===== config.mk =====
export PLATFORM = sky130hd
export DESIGN_NAME = spp_pwm
export DESIGN_NICKNAME = d
export VERILOG_FILES = /design/src/inc/spp_pkg.sv /design/src/rtl/spp_timer.sv /design/src/rtl/spp_axil.sv /design/src/rtl/spp_pwm.sv
export SDC_FILE = /design/constraint.sdc
export NUM_CORES = 1
export LEC_CHECK = 0
export ABC_AREA = 1
export BUFFER_PORTS_ARGS = -buffer_cell sky130_fd_sc_hd__clkbuf_2
export CAP_MARGIN = 25
export CORE_MARGIN = 2
export CORE_UTILIZATION = 30
export CTS_CLUSTER_SIZE = 10
export DETAILED_ROUTE_END_ITERATION = 10
export PLACE_DENSITY = 0.5
export SLEW_MARGIN = 20
export SYNTH_ARGS = -nofsm -noshare
export SYNTH_HDL_FRONTEND = slang
export SYNTH_SLANG_ARGS = --single-unit

===== constraint.sdc =====
create_clock -name aclk -period 3.9 [get_ports aclk]
set_clock_uncertainty 0.1 [all_clocks]
set_input_delay 0.195 -clock aclk [delete_from_list [all_inputs] [get_ports aclk]]
set_output_delay 0.195 -clock aclk [all_outputs]
set_load 0.05 [all_outputs]

===== src/inc/spp_pkg.sv =====
// Shared constants and types of the standard PWM generator.
// Assumes a 32-bit AXI4-Lite register bus with byte addresses on aclk.
`default_nettype none
package spp_pkg;
  localparam int NTMR = 3;
  localparam logic [1:0] TSEL_NONE = 2'h3;
  localparam logic [7:0] A_CTRL = 8'h00;
  localparam logic [7:0] A_DMSB = 8'h04;
  localparam logic [7:0] A_DSHD = 8'h08;
  localparam logic [7:0] A_TSEL = 8'h0C;
  localparam logic [7:0] A_FLAG = 8'h10;
  localparam logic [7:0] A_PDIR = 8'h14;
  localparam logic [7:0] A_TMR0 = 8'h20;
  localparam logic [7:0] A_TMR_END = 8'h50;
  localparam logic [3:0] OFS_PER = 4'h0;
  localparam logic [3:0] OFS_TCON = 4'h4;
  localparam logic [3:0] OFS_CNT = 4'h8;
  localparam logic [7:0] CTRL_MASK = 8'h3F;
  localparam int CTRL_PWM_HI = 3;
  localparam int CTRL_PWM_LO = 2;
  localparam logic [1:0] CTRL_PWM_SEL = 2'h3;
  localparam int DLSB_HI = 5;
  localparam int DLSB_LO = 4;
  localparam int TCON_PS_HI = 1;
  localparam int TCON_PS_LO = 0;
  localparam int TCON_RUN = 2;
  localparam logic [1:0] PS_DIV1 = 2'h0;
  localparam logic [1:0] PS_DIV4 = 2'h1;
  localparam logic [5:0] PRE_END_1 = 6'h03;
  localparam logic [5:0] PRE_END_4 = 6'h0F;
  localparam logic [5:0] PRE_END_16 = 6'h3F;
  localparam logic PDIR_RST = 1'b1;
  localparam logic [1:0] RESP_OKAY = 2'h0;
  localparam logic [1:0] RESP_SLVERR = 2'h2;
  typedef struct packed {logic run; logic [1:0] ps; logic [7:0] per;} spp_tcfg_s;
  typedef struct packed {logic [7:0] cnt; logic [1:0] lo; logic step; logic pend;} spp_tst_s;
  typedef struct packed {logic [7:0] addr; logic [31:0] data; logic [3:0] strb;} spp_wr_s;
endpackage
`default_nettype wire


===== src/rtl/spp_timer.sv =====
// One 8-bit period timer with its prescaler and two-bit time base extension.
// Assumes its configuration comes from registers on the same clock.
`default_nettype none
module spp_timer
  import spp_pkg::*;
(
  // Clock and reset.
  input wire logic aclk,
  input wire logic aresetn,
  // Configuration and state.
  input wire spp_tcfg_s cfg,
  output spp_tst_s st
);
  logic [5:0] pre_r;
  logic [7:0] cnt_r;
  logic [5:0] pre_end;
  logic tick;

  // One prescaler counter spans four clock phases times the ratio.
  always_comb begin
    unique case (cfg.ps)
      PS_DIV1: pre_end = PRE_END_1;
      PS_DIV4: pre_end = PRE_END_4;
      default: pre_end = PRE_END_16;
    endcase
  end

  assign tick = cfg.run && (pre_r >= pre_end);
  // There is no postscaler, so only the prescale and period shape the period end.
  assign st.pend = tick && (cnt_r == cfg.per);
  assign st.step = cfg.run && ((pre_r & (pre_end >> 2)) == (pre_end >> 2));
  assign st.cnt = cnt_r;
  assign st.lo = (cfg.ps == PS_DIV1) ? pre_r[1:0] :
                 (cfg.ps == PS_DIV4) ? pre_r[3:2] : pre_r[5:4];

  always_ff @(posedge aclk) begin
    if (!aresetn) begin
      pre_r <= '0;
    end else if (tick) begin
      pre_r <= '0;
    end else if (cfg.run) begin
      pre_r <= pre_r + 6'h01;
    end
  end

  always_ff @(posedge aclk) begin
    if (!aresetn || st.pend) begin
      cnt_r <= '0;
    end else if (tick) begin
      cnt_r <= cnt_r + 8'h01;
    end
  end
endmodule
`default_nettype wire


===== src/rtl/spp_axil.sv =====
// AXI4-Lite slave that turns bus transfers into register strobes.
// Assumes the register file decodes the address and answers reads combinationally.
`default_nettype none
module spp_axil
  import spp_pkg::*;
(
  // Clock and reset.
  input wire logic aclk,
  input wire logic aresetn,
  // Write channels.
  input wire logic awvalid,
  output logic awready,
  input wire logic [7:0] awaddr,
  input wire logic wvalid,
  output logic wready,
  input wire logic [31:0] wdata,
  input wire logic [3:0] wstrb,
  output logic bvalid,
  input wire logic bready,
  output logic [1:0] bresp,
  // Read channels.
  input wire logic arvalid,
  output logic arready,
  input wire logic [7:0] araddr,
  output logic rvalid,
  input wire logic rready,
  output logic [31:0] rdata,
  output logic [1:0] rresp,
  // Register side.
  output spp_wr_s wr,
  output logic wr_en,
  input wire logic wr_ok,
  input wire logic rd_ok,
  input wire logic [31:0] rd_data
);
  logic aw_r;
  logic w_r;

  // Address and data are held until both are present, in either order.
  assign awready = !aw_r && !bvalid;
  assign wready = !w_r && !bvalid;
  assign arready = !rvalid;
  assign wr_en = aw_r && w_r;

  always_ff @(posedge aclk) begin
    if (!aresetn) begin
      aw_r <= 1'b0;
      w_r <= 1'b0;
      wr <= '0;
    end else begin
      if (awvalid && awready) begin
        aw_r <= 1'b1;
        wr.addr <= awaddr;
      end else if (wr_en) begin
        aw_r <= 1'b0;
      end
      if (wvalid && wready) begin
        w_r <= 1'b1;
        wr.data <= wdata;
        wr.strb <= wstrb;
      end else if (wr_en) begin
        w_r <= 1'b0;
      end
    end
  end

  always_ff @(posedge aclk) begin
    if (!aresetn) begin
      bvalid <= 1'b0;
      bresp <= RESP_OKAY;
    end else if (wr_en) begin
      bvalid <= 1'b1;
      bresp <= wr_ok ? RESP_OKAY : RESP_SLVERR;
    end else if (bready) begin
      bvalid <= 1'b0;
    end
  end

  always_ff @(posedge aclk) begin
    if (!aresetn) begin
      rvalid <= 1'b0;
      rdata <= '0;
      rresp <= RESP_OKAY;
    end else if (arvalid && arready) begin
      rvalid <= 1'b1;
      rdata <= rd_data;
      rresp <= rd_ok ? RESP_OKAY : RESP_SLVERR;
    end else if (rready) begin
      rvalid <= 1'b0;
    end
  end
endmodule
`default_nettype wire


===== src/rtl/spp_pwm.sv =====
// Standard PWM generator: register file, three period timers and the modulator.
// Assumes an AXI4-Lite master on aclk and a pad that merges pin value and enable.
//
// Functional notes
// - One modulated output pin, 10-bit duty
// - Control register zero releases the pin
// - Two-bit select picks one of three timers
// - Period is (period+1) times four times prescale
// - Period end clears count and sets pin
// - Zero duty never sets the pin
// - Period end copies duty buffer into shadow
// - Postscaler has no effect on period
// - Duty is buffer bits plus control bits 5:4
// - Duty writes never disturb the current period
// - Shadow readable, ignores writes in PWM mode
// - Low duty bits held in two-bit latch
// - Time base low bits: phase or prescaler
// - Time base match with duty clears pin
// - High time is duty times prescale clocks
// - Resolution grows with period, 10 bits max
// - Duty beyond period leaves pin unchanged
// - Prescale ratios 1, 4 and 16
// - Timer sets match flag every period end
`default_nettype none
module spp_pwm
  import spp_pkg::*;
(
  // Clock and reset.
  input wire logic aclk,
  input wire logic aresetn,
  // AXI4-Lite write address.
  input wire logic awvalid,
  output logic awready,
  input wire logic [7:0] awaddr,
  // AXI4-Lite write data.
  input wire logic wvalid,
  output logic wready,
  input wire logic [31:0] wdata,
  input wire logic [3:0] wstrb,
  // AXI4-Lite write response.
  output logic bvalid,
  input wire logic bready,
  output logic [1:0] bresp,
  // AXI4-Lite read address.
  input wire logic arvalid,
  output logic arready,
  input wire logic [7:0] araddr,
  // AXI4-Lite read data.
  output logic rvalid,
  input wire logic rready,
  output logic [31:0] rdata,
  output logic [1:0] rresp,
  // Output pin.
  output logic pwm_output_pin,
  output logic pwm_output_oe
);
  spp_wr_s wr;
  logic wr_en;
  logic wr_ok;
  logic rd_ok;
  logic [31:0] rd_data;
  logic [7:0] ctrl_r;
  logic [7:0] dmsb_r;
  logic [7:0] shadow_r;
  logic [1:0] latch_r;
  logic [1:0] tsel_r;
  logic [NTMR-1:0] flag_r;
  logic pdir_r;
  logic out_r;
  spp_tcfg_s tcfg_r [NTMR];
  spp_tst_s tst [NTMR];
  spp_tst_s sel_st;
  logic pwm_on;
  logic [9:0] duty_new;
  logic [9:0] duty_cur;
  logic [9:0] tbase;
  logic [9:0] tb_inc;
  logic match;
  logic we_ctrl;
  logic we_dmsb;
  logic we_dshd;
  logic we_tsel;
  logic we_flag;
  logic we_pdir;

  function automatic logic is_tmr(input logic [7:0] a);
    return (a >= A_TMR0) && (a < A_TMR_END) && (a[3:0] inside {OFS_PER, OFS_TCON, OFS_CNT});
  endfunction

  function automatic logic [1:0] tmr_idx(input logic [7:0] a);
    logic [7:0] d;
    d = a - A_TMR0;
    return d[5:4];
  endfunction

  function automatic logic reg_hit(input logic [7:0] a);
    return is_tmr(a) || (a inside {A_CTRL, A_DMSB, A_DSHD, A_TSEL, A_FLAG, A_PDIR});
  endfunction

  function automatic logic [7:0] wbyte(input logic [7:0] old, input spp_wr_s w);
    return w.strb[0] ? w.data[7:0] : old;
  endfunction

  spp_axil u_bus (
    .aclk(aclk),
    .aresetn(aresetn),
    .awvalid(awvalid),
    .awready(awready),
    .awaddr(awaddr),
    .wvalid(wvalid),
    .wready(wready),
    .wdata(wdata),
    .wstrb(wstrb),
    .bvalid(bvalid),
    .bready(bready),
    .bresp(bresp),
    .arvalid(arvalid),
    .arready(arready),
    .araddr(araddr),
    .rvalid(rvalid),
    .rready(rready),
    .rdata(rdata),
    .rresp(rresp),
    .wr(wr),
    .wr_en(wr_en),
    .wr_ok(wr_ok),
    .rd_ok(rd_ok),
    .rd_data(rd_data)
  );

  assign wr_ok = reg_hit(wr.addr);
  assign rd_ok = reg_hit(araddr);
  assign we_ctrl = wr_en && (wr.addr == A_CTRL);
  assign we_dmsb = wr_en && (wr.addr == A_DMSB);
  assign we_dshd = wr_en && (wr.addr == A_DSHD);
  assign we_tsel = wr_en && (wr.addr == A_TSEL);
  assign we_flag = wr_en && (wr.addr == A_FLAG) && wr.strb[0];
  assign we_pdir = wr_en && (wr.addr == A_PDIR) && wr.strb[0];

  // Duty buffers take writes at any time; only the period end moves them on.
  always_ff @(posedge aclk) begin
    if (!aresetn) begin
      ctrl_r <= '0;
    end else if (we_ctrl) begin
      ctrl_r <= wbyte(ctrl_r, wr) & CTRL_MASK;
    end
  end

  always_ff @(posedge aclk) begin
    if (!aresetn) begin
      dmsb_r <= '0;
    end else if (we_dmsb) begin
      dmsb_r <= wbyte(dmsb_r, wr);
    end
  end

  always_ff @(posedge aclk) begin
    if (!aresetn) begin
      tsel_r <= '0;
    end else if (we_tsel && wr.strb[0]) begin
      tsel_r <= wr.data[1:0];
    end
  end

  // Reset leaves the pin an input, as any port is after reset.
  always_ff @(posedge aclk) begin
    if (!aresetn) begin
      pdir_r <= PDIR_RST;
    end else if (we_pdir) begin
      pdir_r <= wr.data[0];
    end
  end

  for (genvar i = 0; i < NTMR; i++) begin : g_tmr
    logic we_t;
    assign we_t = wr_en && is_tmr(wr.addr) && (tmr_idx(wr.addr) == 2'(i)) && wr.strb[0];

    always_ff @(posedge aclk) begin
      if (!aresetn) begin
        tcfg_r[i] <= '0;
      end else if (we_t && (wr.addr[3:0] == OFS_PER)) begin
        tcfg_r[i].per <= wr.data[7:0];
      end else if (we_t && (wr.addr[3:0] == OFS_TCON)) begin
        tcfg_r[i].run <= wr.data[TCON_RUN];
        tcfg_r[i].ps <= wr.data[TCON_PS_HI:TCON_PS_LO];
      end
    end

    // A period end in the same cycle as a clear keeps the flag set.
    always_ff @(posedge aclk) begin
      if (!aresetn) begin
        flag_r[i] <= 1'b0;
      end else if (tst[i].pend) begin
        flag_r[i] <= 1'b1;
      end else if (we_flag && wr.data[i]) begin
        flag_r[i] <= 1'b0;
      end
    end

    spp_timer u_tmr (
      .aclk(aclk),
      .aresetn(aresetn),
      .cfg(tcfg_r[i]),
      .st(tst[i])
    );
  end

  // The unused select code freezes the modulator rather than aliasing a timer.
  assign sel_st = (tsel_r != TSEL_NONE) ? tst[tsel_r] : '0;
  assign pwm_on = (ctrl_r[CTRL_PWM_HI:CTRL_PWM_LO] == CTRL_PWM_SEL);
  assign duty_new = {dmsb_r, ctrl_r[DLSB_HI:DLSB_LO]};
  assign duty_cur = {shadow_r, latch_r};
  assign tbase = {sel_st.cnt, sel_st.lo};
  assign tb_inc = tbase + 10'h001;
  // Matching on the next time base value makes the high time exactly duty steps.
  assign match = sel_st.step && !sel_st.pend && (tb_inc == duty_cur);

  // The software-visible write to the shadow address is accepted and dropped.
  always_ff @(posedge aclk) begin
    if (!aresetn || !pwm_on) begin
      shadow_r <= '0;
      latch_r <= '0;
    end else if (sel_st.pend) begin
      shadow_r <= dmsb_r;
      latch_r <= ctrl_r[DLSB_HI:DLSB_LO];
    end
  end

  always_ff @(posedge aclk) begin
    if (!aresetn || !pwm_on) begin
      out_r <= 1'b0;
    end else if (sel_st.pend) begin
      out_r <= (duty_new != 10'h000);
    end else if (match) begin
      out_r <= 1'b0;
    end
  end

  assign pwm_output_pin = out_r;
  // Mode zero drops the drive at once; the direction bit keeps the pad an input.
  assign pwm_output_oe = pwm_on && !pdir_r;

  always_comb begin
    rd_data = '0;
    if (is_tmr(araddr)) begin
      if (araddr[3:0] == OFS_PER) begin
        rd_data[7:0] = tcfg_r[tmr_idx(araddr)].per;
      end else if (araddr[3:0] == OFS_TCON) begin
        rd_data[TCON_RUN] = tcfg_r[tmr_idx(araddr)].run;
        rd_data[TCON_PS_HI:TCON_PS_LO] = tcfg_r[tmr_idx(araddr)].ps;
      end else begin
        rd_data[7:0] = tst[tmr_idx(araddr)].cnt;
      end
    end else begin
      case (araddr)
        A_CTRL: rd_data[7:0] = ctrl_r;
        A_DMSB: rd_data[7:0] = dmsb_r;
        A_DSHD: rd_data[7:0] = shadow_r;
        A_TSEL: rd_data[1:0] = tsel_r;
        A_FLAG: rd_data[NTMR-1:0] = flag_r;
        A_PDIR: rd_data[0] = pdir_r;
        default: rd_data = '0;
      endcase
    end
  end
endmodule
`default_nettype wire


==> flow_summary.ini <==
[route]
vias_per_cell = 4.78
drtPass1Iterations = 5
drc_errors = 0
routedWlPerCell_microns = 15.8
wl_mm = 23.5
vias = 7114
drtAntennaViolNets = 0
drt_iter0_drc = 535

[power]
p_leak_nw = 3.63
ir_drop_mv = 0.257
power_density_nw_per_um2 = 382
p_total_mw = 3.50

[synthesis]
synth_ff_type = dfxtp_1
yosys.area.top_type = dfxtp_1
syn_area_sq_um = 7940
synth_edf_count = 33
synth.distinct_cells = 55
ys_seq_area_share_pct = 38.7
ys_top_cells_by_area = dfxtp_1, edfxtp_1, nand2_1
ys_ff_latch = 137
yosysWarningCount = 0
async_flop_share_pct = 0
synth_top_area_share_pct = 26.2
synth_cells = 1079
synth_area_per_cell_sq_um = 7.36

[outcome]
status = completed

[critical_path]
end_kind = flop
rr_worst_depth = 18
crit_fanout = 5
path_class = reg -> reg
required_ps = 4110
crit_arrival_ps = 2960
critPathLaunchType = flop

[final_layout]
diodes = 0
synthToLayoutAreaGrowth_pct = 15.3
final_nets = 1211
fill_cells = 2821
seq_area_sq_um = 3070
multi_input_area_sq_um = 4060
drive_above_1_share_pct = 13.4

[place]
gp_congestion = 0.873
port-buffer-count = 48
hpwl_mm = 18.0

[die]
initial_core_util_pct = 30.5
design.die.area_sq_um = 27800
die_x_microns = 167
io_pins = 102
num_rows = 59
die_h_microns = 167
core_area_sq_um = 26100

[hold_path]
min_path_type = in -> reg
hold_path_depth = 3

[grt]
grt_pass1_vias = 6682
grtUsageTotal_pct = 17.2
overflow = 0
grt_pass1_wl_mm = 37.3
grt_max_degree = 64
antenna_found_initial = 0

[timing]
setup_viol = 0
tightest_slew_ps = 851
final-hold-violation-count = 0
fmax_ghz = 0.363
slew_headroom_pct = 43.1
rsz0062_at_grt = no
fin_crit_sh_pct = 70.5
fin_crit_ps = 2750
report.final.slew_viol_count = 0
setup_tns_ps = 0

[clock_network]
cts-root-buf = clkbuf_16
clkLatencyLatePin_ps = 420
clock-sinks = 137
htreeDepth = 4
clk_pin_slew_ps = 70
cts-buffers-inserted = 17
tritoncts = yes
clk_path_buf_depth = 2
ctsResizeCount = 0

[job]
cap_viol_max_count = 0
## final cells by class
type / count / share of cell area, %
clock buffers: 18 / 4.92
clock inverters: 14 / 1.33
inverters: 143 / 5.89
multi-input cells: 765 / 44.4
flip-flops and latches: 137 / 33.6
well taps: 335 / 4.58
repair buffers: 75 / 5.33
## power by group
| part | switching, mW | internal [mW] |
|---|---|---|
| logic | 0.281 | 0.0956 |
| registers | 0.0349 | 1.49 |
| clock network | 0.717 | 0.877 |
## repair_timing
action / 4_1_cts / 5_1_grt
hold buffers: 19 / 0
endpoints found under the hold margin: 19 / 0
setup buffers: 0 / 0
## registers in the layout, indices dropped and copies added (netlist names)
signal             cells
latch_r                2
tsel_r                 2
tcfg_r                33
g_tmr.u_tmr.cnt_r     24
dmsb_r                 8
ctrl_r                 6
u_bus.w_r              1
u_bus.bvalid           1
flag_r                 3
shadow_r               8
u_bus.rdata            8
u_bus.aw_r             1
u_bus.wr              17
pdir_r                 1
u_bus.bresp            1
g_tmr.u_tmr.pre_r     18
pwm_output_pin         1
u_bus.rvalid           1
u_bus.rresp            1
## cells in the final DEF (no fill, tap or decap), types with 26 or more instances in the layout
master / Yosys / layout
conb_1: 1 / 26
a21oi_1: 92 / 92
edfxtp_1: 33 / 33
dfxtp_1: 104 / 104
o21ai_0: 101 / 101
nor2_1: 123 / 123
clkbuf_2: 1 / 48
nand2_1: 184 / 184
inv_1: 127 / 127
nand3_1: 60 / 60
## through the flow
step | hold WS (ps) | worst slack, ps | util, % | std cells | area [sq um]
2_1_floorplan | 254 | 1530 | - | 1104 | 8030
3_3_place_gp | 345 | 1180 | 32.2 | 1435 | 8380
3_5_place_dp | 356 | 1150 | 32.2 | 1436 | 8390
4_1_cts | 106 | 1130 | 35.1 | 1487 | 9150
5_1_grt | 161 | 760 | 35.1 | 1487 | 9150
6_report | 109 | 1150 | 35.1 | 1487 | 9150
## cells in the mapped netlist, types with 5 or more instances
master	n
nor2_2	7
a21oi_1	92
nand2_2	5
inv_2	14
o211ai_1	5
buf_2	9
a22oi_1	5
buf_4	27
nand2_1	184
xor2_1	18
nand3_2	10
a31oi_1	7
xnor2_1	21
edfxtp_1	33
nor3_1	9
nand4_1	20
ha_1	13
clkbuf_1	16
o221ai_1	6
nor2_1	123
o21ai_0	101
inv_1	127
dfxtp_1	104
nand3_1	60
nor3_2	5
## worst max-delay path, stage by stage (launching register included)
cell	delay (ps)
edfxtp_1	540
inv_1	190
nand3_1	120
nand3_1	80
nand2_1	100
nand3_2	100
inv_1	160
ha_1	230
nand3_2	140
nor2_1	200
nand2_1	100
nand2_1	70
nand2_1	40
nand2_1	60
nand3_1	70
nor2_1	120
nand3_1	90
nand2_1	80
a21oi_2	50
## worst paths after layout
| path | start | end | slack [ps] |
|---|---|---|---|
| min reg2reg | pwm_output_pin$_SDFFE_PP0P_ | pwm_output_pin$_SDFFE_PP0P_ | 370 |
| max | tcfg_r[2][9]$_SDFFCE_PN0P_ | pwm_output_pin$_SDFFE_PP0P_ | 1150 |
| max reg2reg | tcfg_r[2][9]$_SDFFCE_PN0P_ | pwm_output_pin$_SDFFE_PP0P_ | 1150 |
| min | aresetn | u_bus.aw_r$_SDFFE_PN0P_ | 110 |
## cell families after synthesis
logic type | count (synthesis) | synth area share, %
other cells | 1 | 0.0472
buf+inv | 202 | 11.4
flops | 137 | 38.7
fa+ha+maj | 13 | 2.05
compound gates | 238 | 16.5
xor+xnor | 39 | 4.30
simple gates | 449 | 27.0
## metal layers
layer  part of all wire (%)  track usage, %  vias up
li1                       -               -     3653
met1                     47            23.9     3257
met2                     46            27.5      180
met3                    5.2            2.97       24
met4                    2.1            4.76        0
met5                      0               0        -
No activity file was read; power rests on OpenSTA's default activity.
